$ cat config.mk
export PLATFORM = sky130hd
export DESIGN_NAME = cpuls_core
export DESIGN_NICKNAME = d
export VERILOG_FILES = /design/src/inc/cpuls_pkg.sv /design/src/hw/cpuls_core.sv /design/src/hw/cpuls_decode.sv
export SDC_FILE = /design/constraint.sdc
export NUM_CORES = 1
export LEC_CHECK = 0
export ABC_CLOCK_PERIOD_IN_PS = 3720
export BUFFER_PORTS_ARGS = -buffer_cell sky130_fd_sc_hd__buf_2
export CAP_MARGIN = 5
export CORE_ASPECT_RATIO = 1.75
export CORE_MARGIN = 8
export CORE_UTILIZATION = 55
export CTS_BUF_LIST = sky130_fd_sc_hd__clkbuf_16
export DETAILED_ROUTE_END_ITERATION = 12
export MAX_ROUTING_LAYER = met4
export PLACE_DENSITY = 0.83
export SYNTH_ARGS = -nofsm -noshare
export SYNTH_HDL_FRONTEND = slang
export SYNTH_SLANG_ARGS = --single-unit
$ cat constraint.sdc
create_clock -name i_clock -period 3.72 [get_ports i_clock]
set_clock_uncertainty 0.05 [all_clocks]
set_input_delay 1.116 -clock i_clock [delete_from_list [all_inputs] [get_ports i_clock]]
set_output_delay 1.116 -clock i_clock [all_outputs]
set_load 0.005 [all_outputs]
$ cat src/inc/cpuls_pkg.sv
// shared constants and types for the logic and stack instruction decoder
package cpuls_pkg;

   // ==========================================
   // opcodes
   localparam logic [7:0] OP_OR_RR = 8'h42;
   localparam logic [7:0] OP_OR_RIR = 8'h43;
   localparam logic [7:0] OP_OR_RGRG = 8'h44;
   localparam logic [7:0] OP_OR_RGIR = 8'h45;
   localparam logic [7:0] OP_OR_RGIM = 8'h46;
   localparam logic [7:0] OP_OR_IRIM = 8'h47;
   localparam logic [7:0] OP_OREXT_ER = 8'h48;
   localparam logic [7:0] OP_OREXT_IM = 8'h49;
   localparam logic [7:0] OP_POP_R = 8'h50;
   localparam logic [7:0] OP_POP_IR = 8'h51;
   localparam logic [7:0] OP_POP_EXT = 8'hd8;
   localparam logic [7:0] OP_PUSH_R = 8'h70;
   localparam logic [7:0] OP_PUSH_IR = 8'h71;
   localparam logic [7:0] OP_PREFIX = 8'h1f;
   localparam logic [7:0] OP_PUSH_EXT = 8'hc8;
   localparam logic [7:0] OP_CLEAR_CARRY = 8'hcf;
   localparam logic [7:0] OP_RETURN = 8'haf;
   localparam logic [7:0] OP_ROTL_R = 8'h90;
   localparam logic [7:0] OP_ROTL_IR = 8'h91;
   localparam logic [7:0] OP_ROTLC_R = 8'h10;
   localparam logic [7:0] OP_ROTLC_IR = 8'h11;

   // ==========================================
   // flag bit positions
   localparam int FLAG_C = 7;
   localparam int FLAG_Z = 6;
   localparam int FLAG_S = 5;
   localparam int FLAG_V = 4;
   localparam int FLAG_D = 3;
   localparam int FLAG_H = 2;

   localparam logic [7:0] FLAGS_RESET = 8'h00;
   localparam logic [7:0] SP_RESET = 8'h00;
   localparam logic [7:0] SP_STEP = 8'h01;
   localparam logic [7:0] SP_RET_STEP = 8'h02;
   localparam logic [2:0] CYC_ZERO = 3'h0;
   localparam logic [2:0] CYC_ONE = 3'h1;
   localparam logic [2:0] CYC_TWO = 3'h2;
   localparam logic [2:0] CYC_THREE = 3'h3;
   localparam logic [2:0] CYC_FOUR = 3'h4;

   // ==========================================
   // operation classes
   typedef enum logic [6:0] {
      CPULS_OP_NONE = 7'h01,
      CPULS_OP_OR = 7'h02,
      CPULS_OP_POP = 7'h04,
      CPULS_OP_PUSH = 7'h08,
      CPULS_OP_RETURN = 7'h10,
      CPULS_OP_CLRC = 7'h20,
      CPULS_OP_ROT = 7'h40
   } cpuls_op_t;

   typedef struct packed {
      cpuls_op_t op;
      logic through_carry;
      logic extended;
      logic [2:0] fetch_cycles;
      logic [2:0] exec_cycles;
      logic known;
   } cpuls_dec_t;

   typedef struct packed {
      logic valid;
      logic [7:0] opcode;
      logic prefixed;
      logic [7:0] dst;
      logic [7:0] src;
   } cpuls_instr_t;

   typedef struct packed {
      logic wr_dst;
      logic [7:0] dst_data;
      logic mem_wr;
      logic [7:0] mem_addr;
      logic [7:0] mem_data;
      logic pc_load;
   } cpuls_result_t;

endpackage : cpuls_pkg
$ cat src/hw/cpuls_core.sv
// logic, stack and rotate instruction executor with debug control
// How it works
// - opcodes 42h-47h store dst OR src; fetch 2,2,3,3,3,3 and execute 3,4,3,4,3,4.
// - opcodes 48h and 49h do the extended OR in 4 fetch and 3 execute cycles with OR flags.
// - opcodes 50h and 51h load dst from the stack byte, then raise the pointer by one.
// - opcode D8h pops into an extended dst and raises the pointer by one, flags kept.
// - opcodes 70h, 71h and prefixed 70h lower the pointer by one and store src there.
// - opcode C8h lowers the pointer and stores an extended source, flags kept.
// - opcode AFh reloads the program counter from the stack and adds two to the pointer.
// - OR sets zero and sign from the result, clears overflow, keeps C, D and H.
// - the debugger can enter or leave debug mode, enable breakpoints and request a device reset.
`timescale 1ns/10ps
`default_nettype none
module cpuls_core
   import cpuls_pkg::*;
(
   // clock and reset
   input wire logic i_clock,
   input wire logic i_resetn,
   // instruction from fetch unit
   input wire cpuls_instr_t i_instr,
   input wire logic [7:0] i_mem_rdata,
   // debug control
   input wire logic i_debug_enter,
   input wire logic i_debug_exit,
   input wire logic i_break_enable,
   input wire logic i_device_reset_req,
   input wire logic i_break_hit,
   // status
   output logic o_ready,
   output logic o_done,
   output logic o_illegal,
   output logic o_debug_mode,
   output logic o_break_enabled,
   output logic o_device_reset,
   output logic [7:0] o_flags,
   output logic [7:0] o_sp,
   output logic [2:0] o_fetch_cycles,
   output var cpuls_result_t o_result
);

   // ==========================================
   // reset release
   logic rst_meta;
   logic rst_n;
   always_ff @(posedge i_clock or negedge i_resetn)
   begin
      if (!i_resetn)
      begin
         rst_meta <= 1'b0;
         rst_n <= 1'b0;
      end
      else
      begin
         rst_meta <= 1'b1;
         rst_n <= rst_meta;
      end
   end

   // ==========================================
   // decoder
   cpuls_dec_t dec;
   cpuls_decode u_decode (
      .i_opcode(i_instr.opcode),
      .i_prefixed(i_instr.prefixed),
      .o_dec(dec)
   );

   // ==========================================
   // state
   typedef enum logic [1:0] {
      CPULS_IDLE = 2'b01,
      CPULS_EXEC = 2'b10
   } cpuls_state_t;

   cpuls_state_t state, next_state;
   logic [2:0] count, next_count;
   logic [7:0] flags, next_flags;
   logic [7:0] sp, next_sp;
   cpuls_result_t result, next_result;
   logic done, next_done;
   logic illegal, next_illegal;
   logic [2:0] fetch_cycles, next_fetch_cycles;
   logic dbg, next_dbg;
   logic break_en, next_break_en;
   logic dev_rst, next_dev_rst;
   logic [7:0] res;
   logic [7:0] rot;
   logic rot_c;

   always_comb
   begin
      next_state = state;
      next_count = count;
      next_flags = flags;
      next_sp = sp;
      next_result = result;
      next_done = 1'b0;
      next_illegal = 1'b0;
      next_fetch_cycles = fetch_cycles;
      next_dbg = dbg;
      next_break_en = break_en;
      next_dev_rst = 1'b0;
      res = i_instr.dst | i_instr.src;
      rot_c = i_instr.dst[7];
      rot = {i_instr.dst[6:0], dec.through_carry ? flags[FLAG_C] : i_instr.dst[7]};
      if (i_debug_enter || (i_break_hit && break_en))
         next_dbg = 1'b1;
      else if (i_debug_exit)
         next_dbg = 1'b0;
      next_break_en = i_break_enable;
      next_dev_rst = i_device_reset_req;
      case (state)
         CPULS_IDLE:
         begin
            next_result.wr_dst = 1'b0;
            next_result.mem_wr = 1'b0;
            next_result.pc_load = 1'b0;
            if (i_instr.valid && !dbg)
            begin
               if (!dec.known)
                  next_illegal = 1'b1;
               else
               begin
                  next_fetch_cycles = dec.fetch_cycles;
                  next_count = dec.exec_cycles - CYC_ONE;
                  next_state = CPULS_EXEC;
                  case (dec.op)
                     CPULS_OP_OR:
                     begin
                        next_result.wr_dst = 1'b1;
                        next_result.dst_data = res;
                        next_flags[FLAG_Z] = (res == 8'h00);
                        next_flags[FLAG_S] = res[7];
                        next_flags[FLAG_V] = 1'b0;
                     end
                     CPULS_OP_POP:
                     begin
                        next_result.wr_dst = 1'b1;
                        next_result.dst_data = i_mem_rdata;
                        next_result.mem_addr = sp;
                        next_sp = sp + SP_STEP;
                     end
                     CPULS_OP_PUSH:
                     begin
                        next_sp = sp - SP_STEP;
                        next_result.mem_wr = 1'b1;
                        next_result.mem_addr = sp - SP_STEP;
                        next_result.mem_data = i_instr.src;
                     end
                     CPULS_OP_RETURN:
                     begin
                        next_result.pc_load = 1'b1;
                        next_result.mem_addr = sp;
                        next_sp = sp + SP_RET_STEP;
                     end
                     CPULS_OP_CLRC:
                        next_flags[FLAG_C] = 1'b0;
                     CPULS_OP_ROT:
                     begin
                        next_result.wr_dst = 1'b1;
                        next_result.dst_data = rot;
                        next_flags[FLAG_C] = rot_c;
                        next_flags[FLAG_Z] = (rot == 8'h00);
                        next_flags[FLAG_S] = rot[7];
                        next_flags[FLAG_V] = rot[7] ^ i_instr.dst[7];
                     end
                     default: next_state = CPULS_EXEC;
                  endcase
               end
            end
         end
         CPULS_EXEC:
         begin
            // strobes last one cycle; the rest are execute wait states
            next_result.wr_dst = 1'b0;
            next_result.mem_wr = 1'b0;
            next_result.pc_load = 1'b0;
            if (count == CYC_ONE || count == CYC_ZERO)
            begin
               next_state = CPULS_IDLE;
               next_done = 1'b1;
            end
            else
               next_count = count - CYC_ONE;
         end
         default: next_state = CPULS_IDLE;
      endcase
   end

   always_ff @(posedge i_clock or negedge rst_n)
   begin
      if (!rst_n)
      begin
         state <= CPULS_IDLE;
         count <= CYC_ZERO;
         flags <= FLAGS_RESET;
         sp <= SP_RESET;
         result <= '0;
         done <= 1'b0;
         illegal <= 1'b0;
         fetch_cycles <= CYC_ZERO;
         dbg <= 1'b0;
         break_en <= 1'b0;
         dev_rst <= 1'b0;
      end
      else
      begin
         state <= next_state;
         count <= next_count;
         flags <= next_flags;
         sp <= next_sp;
         result <= next_result;
         done <= next_done;
         illegal <= next_illegal;
         fetch_cycles <= next_fetch_cycles;
         dbg <= next_dbg;
         break_en <= next_break_en;
         dev_rst <= next_dev_rst;
      end
   end

   // ==========================================
   // outputs
   // held low until the internal reset is released, so no request is lost in reset
   assign o_ready = (state == CPULS_IDLE) && !dbg && rst_n;
   assign o_done = done;
   assign o_illegal = illegal;
   assign o_debug_mode = dbg;
   assign o_break_enabled = break_en;
   assign o_device_reset = dev_rst;
   assign o_flags = flags;
   assign o_sp = sp;
   assign o_fetch_cycles = fetch_cycles;
   assign o_result = result;

endmodule : cpuls_core
`default_nettype wire

$ cat src/hw/cpuls_decode.sv
// opcode decoder: class, forms and cycle counts
`timescale 1ns/10ps
`default_nettype none
module cpuls_decode
   import cpuls_pkg::*;
(
   // instruction
   input wire logic [7:0] i_opcode,
   input wire logic i_prefixed,
   // decoded
   output var cpuls_dec_t o_dec
);

   function automatic cpuls_dec_t mk(cpuls_op_t op, logic thr, logic ext,
                                     logic [2:0] f, logic [2:0] e);
      cpuls_dec_t d;
      d.op = op;
      d.through_carry = thr;
      d.extended = ext;
      d.fetch_cycles = f;
      d.exec_cycles = e;
      d.known = 1'b1;
      return d;
   endfunction : mk

   always_comb
   begin
      o_dec = mk(CPULS_OP_NONE, 1'b0, 1'b0, CYC_ZERO, CYC_ZERO);
      o_dec.known = 1'b0;
      if (i_prefixed)
      begin
         if (i_opcode == OP_PUSH_R)
            o_dec = mk(CPULS_OP_PUSH, 1'b0, 1'b0, CYC_THREE, CYC_TWO);
      end
      else
      begin
         case (i_opcode)
            OP_OR_RR: o_dec = mk(CPULS_OP_OR, 1'b0, 1'b0, CYC_TWO, CYC_THREE);
            OP_OR_RIR: o_dec = mk(CPULS_OP_OR, 1'b0, 1'b0, CYC_TWO, CYC_FOUR);
            OP_OR_RGRG: o_dec = mk(CPULS_OP_OR, 1'b0, 1'b0, CYC_THREE, CYC_THREE);
            OP_OR_RGIR: o_dec = mk(CPULS_OP_OR, 1'b0, 1'b0, CYC_THREE, CYC_FOUR);
            OP_OR_RGIM: o_dec = mk(CPULS_OP_OR, 1'b0, 1'b0, CYC_THREE, CYC_THREE);
            OP_OR_IRIM: o_dec = mk(CPULS_OP_OR, 1'b0, 1'b0, CYC_THREE, CYC_FOUR);
            OP_OREXT_ER: o_dec = mk(CPULS_OP_OR, 1'b0, 1'b1, CYC_FOUR, CYC_THREE);
            OP_OREXT_IM: o_dec = mk(CPULS_OP_OR, 1'b0, 1'b1, CYC_FOUR, CYC_THREE);
            OP_POP_R: o_dec = mk(CPULS_OP_POP, 1'b0, 1'b0, CYC_TWO, CYC_TWO);
            OP_POP_IR: o_dec = mk(CPULS_OP_POP, 1'b0, 1'b0, CYC_TWO, CYC_THREE);
            OP_POP_EXT: o_dec = mk(CPULS_OP_POP, 1'b0, 1'b1, CYC_THREE, CYC_TWO);
            OP_PUSH_R: o_dec = mk(CPULS_OP_PUSH, 1'b0, 1'b0, CYC_TWO, CYC_TWO);
            OP_PUSH_IR: o_dec = mk(CPULS_OP_PUSH, 1'b0, 1'b0, CYC_TWO, CYC_THREE);
            OP_PUSH_EXT: o_dec = mk(CPULS_OP_PUSH, 1'b0, 1'b1, CYC_THREE, CYC_TWO);
            OP_RETURN: o_dec = mk(CPULS_OP_RETURN, 1'b0, 1'b0, CYC_ONE, CYC_FOUR);
            OP_CLEAR_CARRY: o_dec = mk(CPULS_OP_CLRC, 1'b0, 1'b0, CYC_ONE, CYC_TWO);
            OP_ROTL_R: o_dec = mk(CPULS_OP_ROT, 1'b0, 1'b0, CYC_TWO, CYC_TWO);
            OP_ROTL_IR: o_dec = mk(CPULS_OP_ROT, 1'b0, 1'b0, CYC_TWO, CYC_THREE);
            OP_ROTLC_R: o_dec = mk(CPULS_OP_ROT, 1'b1, 1'b0, CYC_TWO, CYC_TWO);
            OP_ROTLC_IR: o_dec = mk(CPULS_OP_ROT, 1'b1, 1'b0, CYC_TWO, CYC_THREE);
            default: o_dec.known = 1'b0;
         endcase
      end
   end

endmodule : cpuls_decode
`default_nettype wire

After elaboration in Yosys (flattened, before gate mapping)
Cells that the tools add are included.
Storage, ports and cells
  bits of input ports: 41
  output and inout bits: 52
  flip-flop bits (word level): 54
  word-level logic and storage cells: 123
Cells by class
  mux-type cells: 33
  eq/ne operators: 33
  reductions and logical operators: 31
  bitwise gates (word level): 2
  $add $sub $neg: 5
Operators with widths (count)
  15-bit case mux with 17 select lines: 1
  8-bit by 7-bit equality test with 1-bit output, second input constant: 12
  27-bit two-way mux: 2
  8-bit equality test, second input constant: 6
  4-bit AND reduction: 7
  9-bit case mux with 3 select lines: 1
  8-bit case mux with 3 select lines: 1
  20-bit OR reduction: 1
  8-bit by 5-bit equality test with 1-bit output, second input constant: 2
  8-bit zero test: 2
  16-bit two-way mux: 1
  8-bit case mux with 2 select lines: 1
  13-bit two-way mux: 1
  3-bit case mux with 2 select lines: 2
  1-bit two-way mux: 11
  2-bit nonzero test: 5
  3-bit two-way mux: 3
  8-bit by 1-bit adder with 8-bit output, second input constant: 1
  8-bit by 2-bit adder with 8-bit output, second input constant: 1
  8-bit two-way mux: 1
  2-bit inequality test, second input constant: 4
  8-bit OR: 1
  1-bit case mux with 2 select lines: 4
  2-bit OR reduction: 4
  20 further kinds: 29

Longest topological paths before layout
  word-level depth: 10
  gate-level depth with buffers: 11
  gate-level depth less buffers: 9

Cells and area by module
From an unflattened synthesis, not the netlist that was laid out.
Unflattened totals
  cell total of the unflattened synthesis: 400
  area total of the unflattened synthesis: 3460.8 um2
Modules (own cells, without submodules)
  cpuls_core: area each 3075.4 um2, cells each 333, sequential area each 1352.5 um2, times used 1
  cpuls_decode: area each 385.4 um2, cells each 67, sequential area each 0.0 um2, times used 1

Worst setup path after synthesis
OpenSTA, ideal clock, no wires.
  path kind: input port to flip-flop
  start point: in i_instr[22] (netlist bit)
  end point: reg count[2]
  stages: 10
  path slack: 0.541 ns
  setup time: 0.124 ns
  arrival: 3.005 ns
  required time: 3.546 ns
  path buffers: 2
  cell sequence: buf_2 -> or4b_1 -> buf_2 -> o32ai_1 -> a211o_1 -> o21ai_0 -> ha_1 -> xor2_1 -> nor2_1 -> o31a_1
Between the ends
  word-level cells in the longest chain between the ends: 8
  elaborated cells on any way between the ends: 34
  classes of those cells: add/sub (1); eq/ne (21); mux (7); reduce/logical (5)
Ends and longest elaborated chain
  start: declaration: RTL line cpuls_core.sv:21  | input wire cpuls_instr_t i_instr,
  8-bit by 7-bit equality test with 1-bit output: RTL line cpuls_decode.sv:37  | case (i_opcode)
  2-bit OR reduction (no source line)
  15-bit case mux with 17 select lines: RTL line cpuls_decode.sv:37
  16-bit two-way mux (*): RTL line cpuls_decode.sv:30  | if (i_prefixed)
  3-bit by 1-bit subtractor with 3-bit output: RTL line cpuls_core.sv:126  | next_count = dec.exec_cycles - CYC_ONE;
  3-bit two-way mux: RTL line cpuls_core.sv:121  | if (!dec.known)
  3-bit two-way mux: RTL line cpuls_core.sv:119  | if (i_instr.valid && !dbg)
  3-bit case mux with 2 select lines: RTL line cpuls_core.sv:113  | case (state)
  end signal: assignment: RTL line cpuls_core.sv:210  | count <= next_count;
  end: declaration: RTL line cpuls_core.sv:77  | logic [2:0] count, next_count;
Mark *: on every way between the ends. The rest lies on a longest branch, timed or not. The select of a mux whose other input is x is not followed.
A chain may end at the register's enable or synchronous reset.

Worst setup path in the final report
  start point: in i_instr[24] (netlist bit)
  end point: reg count[2]
Same word-level chain as after synthesis.

==> summary.txt <==
Outcome
  – Result of the run: finished, final reports clean

Synth
  – Number of warning messages in the yosys log: 0
  – Unique cell type count in the Yosys netlist: 67
  – Number of flops mapped to enable cells by yosys: 0
  – Sequential-to-total area share from yosys stat: 0.402
  – Flip-flop and latch count after synthesis: 54
  – Most common flop cell mapped by yosys: sky130_fd_sc_hd__dfrtp_1
  – Fraction of registers with async set/reset: 1.00
  – Post-Synthesis Cells: 365
  – Mean area per synthesized cell: between 9 and 10 sq um
  – Combined area of all synthesized cells: 3360 sq um

CTS
  – Buffer cell driving the clock tree root: sky130_fd_sc_hd__clkbuf_16
  – CTS buffer count: 5
  – Clock tree from TritonCTS: yes
  – CTS clock-pin slew for the worst setup and hold paths: 0.06 ns
  – Total clock sinks: 54
  – CTS resizes: 0
  – Maximum level of the CTS H-tree: 2
  – Latest clock arrival within the worst-skew pair: 0.30 ns
  – Buffers inserted by post-CTS timing repair: 0
  – Maximum buffer depth of the clock tree: 2
  – Cts hold-fix bufs: 0

Timing
  – Portion of the clock cycle consumed by the worst path in the final layout: 0.840
  – Least-Margin Pin Slew: ~0.7 ns
  – Slew Limit Fails: 0
  – Setup violations, final: 0
  – Clock period minus worst slack: 3.12 ns
  – Final Hold Violating Endpoints: 0
  – Worst slew margin relative to its limit: 0.532
  – Setup repair after global routing missed its margin: false
  – Maximum clock frequency: between 0.3 and 0.4 GHz
  – Setup slack after layout: 0.596 ns
  – Setup total negative slack: 0 ns

Final layout
  – Count of fill cells added during filler insertion: 479
  – Multi-input combinational cell area: 1820 sq um
  – Most common cell after layout, fill and taps aside: sky130_fd_sc_hd__buf_2
  – Total inserted antenna cells: 0
  – Post-route insts no fill: 528
  – Area Growth Syn to Fin: 19.7%
  – Storage element area: 1350 sq um
  – Total non-filler cell area in the finished layout: 4020 sq um
  – Post-layout net count: 500
  – Fraction of layout cells with a size suffix above 1: 0.293
  – Commonest cells after routing, fill and taps aside: sky130_fd_sc_hd__buf_2 (88), sky130_fd_sc_hd__dfrtp_1 (52), sky130_fd_sc_hd__o21ai_0 (36), sky130_fd_sc_hd__a21oi_1 (25), sky130_fd_sc_hd__nor2_1 (24)

Min path
  – Hold WC Path Type: reg2reg

Routing
  – Remaining DRCs: 0
  – Sum of routed wire length over all layers: 9.89 mm
  – First-iteration detailed-routing DRC count: 202
  – Average detailed-routed wire length per instance: 18.7 microns
  – First-pass detailed-route iteration total: 5
  – Drt via density: a little over 6
  – Via count: 3241
  – Count of antenna-violating nets left after detailed routing: 0

Placed design
  – Total cell area at the placement stage: 3860 sq um
  – Number of placed instances with taps included: 520
  – Worst Setup Slack post-DPL: 0.345 ns
  – Number of buffers inserted by port buffering: 88
  – Detailed Place HPWL: ~7.7 mm
  – Final Wtd Congestion: 0.931

Pwr
  – Leakage power: 1.96 nW
  – Worst vdd rail ir drop: roughly 280 uV
  – Power per unit of standard cell area: 328 nW/um^2

Critical path
  – Reg-to-reg setup timing slack: 1.31 ns
  – Type of the worst setup path: in2reg
  – Crit Path Max Fanout: 10
  – Worst Setup Start Kind: input port
  – Crit path capture type: register
  – Crit path DAT: 3.26 ns
  – Required @ worst endpoint: between 3 and 4 ns

Global routing
  – Global-route wire length before repair: 16.0 mm
  – Global-route usage over all layers: 0.238
  – Maximum number of pins on one net before global-route repair: 53
  – Antenna violations before repair: 0
  – Overflow after GRT: 0
  – Number of global-route vias before repair: 3343

Floorplanning
  – Die footprint: 8970 sq um
  – # IOs: 93
  – Height of the die: around 120 microns
  – Row count: 37
  – Die extent in x: 75.1 microns
  – Initial standard-cell utilization of the core: 0.572
  – Std-Cell Core Area: approximately 6000 sq um

Flow run
  – Max_cap viols: 0
==> per-layer routing <==
layer / track usage / wire length, microns / vias up
met2: 0.407 / 5390 / 127
met1: 0.247 / 3640 / 1575
met3: 0.0336 / 501 / 30
met4: 0.133 / 367 / 0
met5: - / 0 / -
li1: - / - / 1509
==> synthesized netlist by cell type (2+ instances only) <==
library cell,instances,share of area
sky130_fd_sc_hd__nor3_1,7,0.010
sky130_fd_sc_hd__a32o_1,3,0.0089
sky130_fd_sc_hd__o21a_1,2,0.0045
sky130_fd_sc_hd__o22ai_1,2,0.0037
sky130_fd_sc_hd__a21oi_1,25,0.037
sky130_fd_sc_hd__a21o_1,10,0.022
sky130_fd_sc_hd__o21ai_0,36,0.054
sky130_fd_sc_hd__buf_6,3,0.010
sky130_fd_sc_hd__buf_2,7,0.010
sky130_fd_sc_hd__conb_1,2,0.0022
sky130_fd_sc_hd__o31ai_1,3,0.0067
sky130_fd_sc_hd__dfrtp_1,53,0.39
sky130_fd_sc_hd__nand3_1,10,0.015
sky130_fd_sc_hd__o22a_1,4,0.010
sky130_fd_sc_hd__or3b_2,2,0.0052
sky130_fd_sc_hd__nor2_1,24,0.027
sky130_fd_sc_hd__xnor2_1,4,0.010
sky130_fd_sc_hd__a22oi_1,10,0.022
sky130_fd_sc_hd__a211oi_1,2,0.0045
sky130_fd_sc_hd__nor2b_1,4,0.0074
sky130_fd_sc_hd__nand4b_1,3,0.0078
sky130_fd_sc_hd__o21ai_1,2,0.0030
sky130_fd_sc_hd__and4b_1,2,0.0060
sky130_fd_sc_hd__inv_1,14,0.016
sky130_fd_sc_hd__a211o_1,5,0.013
sky130_fd_sc_hd__a31oi_1,8,0.015
sky130_fd_sc_hd__nor2_2,2,0.0037
sky130_fd_sc_hd__or3_1,6,0.011
sky130_fd_sc_hd__buf_4,4,0.0089
sky130_fd_sc_hd__a2111oi_0,2,0.0052
sky130_fd_sc_hd__nand4_1,3,0.0056
sky130_fd_sc_hd__clkbuf_1,10,0.011
sky130_fd_sc_hd__ha_1,10,0.037
sky130_fd_sc_hd__and3_1,2,0.0037
sky130_fd_sc_hd__o41ai_1,2,0.0052
sky130_fd_sc_hd__nor3b_1,3,0.0067
sky130_fd_sc_hd__o31a_1,2,0.0052
sky130_fd_sc_hd__nand2b_1,3,0.0056
sky130_fd_sc_hd__nand2_1,23,0.026
sky130_fd_sc_hd__or2_1,2,0.0037
sky130_fd_sc_hd__xor2_1,4,0.010
sky130_fd_sc_hd__mux2_2,12,0.040
sky130_fd_sc_hd__nand3b_1,2,0.0045
sky130_fd_sc_hd__nor4_1,3,0.0056
==> cell families (layout without fill, tap and decap cells) <==
group                    after synthesis  after routing  synth area share
adder cells (fa/ha/maj)               10             10            0.0372
buffers and inverters                 40            122            0.0588
XOR/XNOR                               8              8            0.0208
AO/OA/AOI/OAI                        130            130             0.259
flip-flops                            54             54             0.402
multiplexers                          13             13            0.0432
AND/OR/NAND/NOR                      108            108             0.176
other                                  2              5           0.00223
==> layout make-up <==
type | count | share of cell area
Multi-Input combinational cell | 274 | 0.453
Sequential cell | 54 | 0.337
Timing Repair Buffer | 100 | 0.132
Clock buffer | 5 | 0.0311
Tap cell | 78 | 0.0243
Inverter | 14 | 0.0131
Clock inverter | 3 | 0.00995
==> critical path, cell delays in order <==
cell and delay, ns:
sky130_fd_sc_hd__buf_2 0.15, sky130_fd_sc_hd__or4b_1 0.65, sky130_fd_sc_hd__o32ai_1 0.27, sky130_fd_sc_hd__a211o_1 0.15
sky130_fd_sc_hd__o21ai_0 0.09, sky130_fd_sc_hd__ha_1 0.27, sky130_fd_sc_hd__xor2_1 0.19, sky130_fd_sc_hd__nor2_1 0.06
sky130_fd_sc_hd__o31a_1 0.29
==> sequential cells by signal, summed over array words and instances, names as in the netlist, 2 cells and up <==
name / cells
count: 3
o_fetch_cycles: 3
o_sp: 8
state: 2
o_result: 27
o_flags: 4
==> final timing paths <==
| kind | to | depth (start not counted) | startpoint |
|---|---|---|---|
| worst max-delay path | count[2] | 9 | i_instr[24] |
| worst min-delay path | rst_n | 0 | rst_meta |
| worst max register to register | o_sp[6] | 7 | o_sp[0] |
| worst min register to register | rst_n | 0 | rst_meta |
| max in group asynchronous | o_result[24] | 1 | rst_n |
| min in group asynchronous | o_sp[4] | 1 | rst_n |
==> power breakdown <==
group	internal, mW	switching (mW)	total, mW
clock	0.315	0.211	0.526
sequential	0.608	0.0129	0.621
combinational	0.0661	0.106	0.172
total	0.989	0.330	1.32
==> stage by stage <==
step                      utilization  hold WS (ns)  power (mW)
after detailed placement        0.656         0.290       0.804
final                           0.684         0.303        1.32
after global placement          0.656         0.286       0.797
after floorplan                     -         0.281       0.738
after global routing            0.684         0.307        1.37
after CTS                       0.684         0.306        1.33
(Power assumes the default switching activity.)
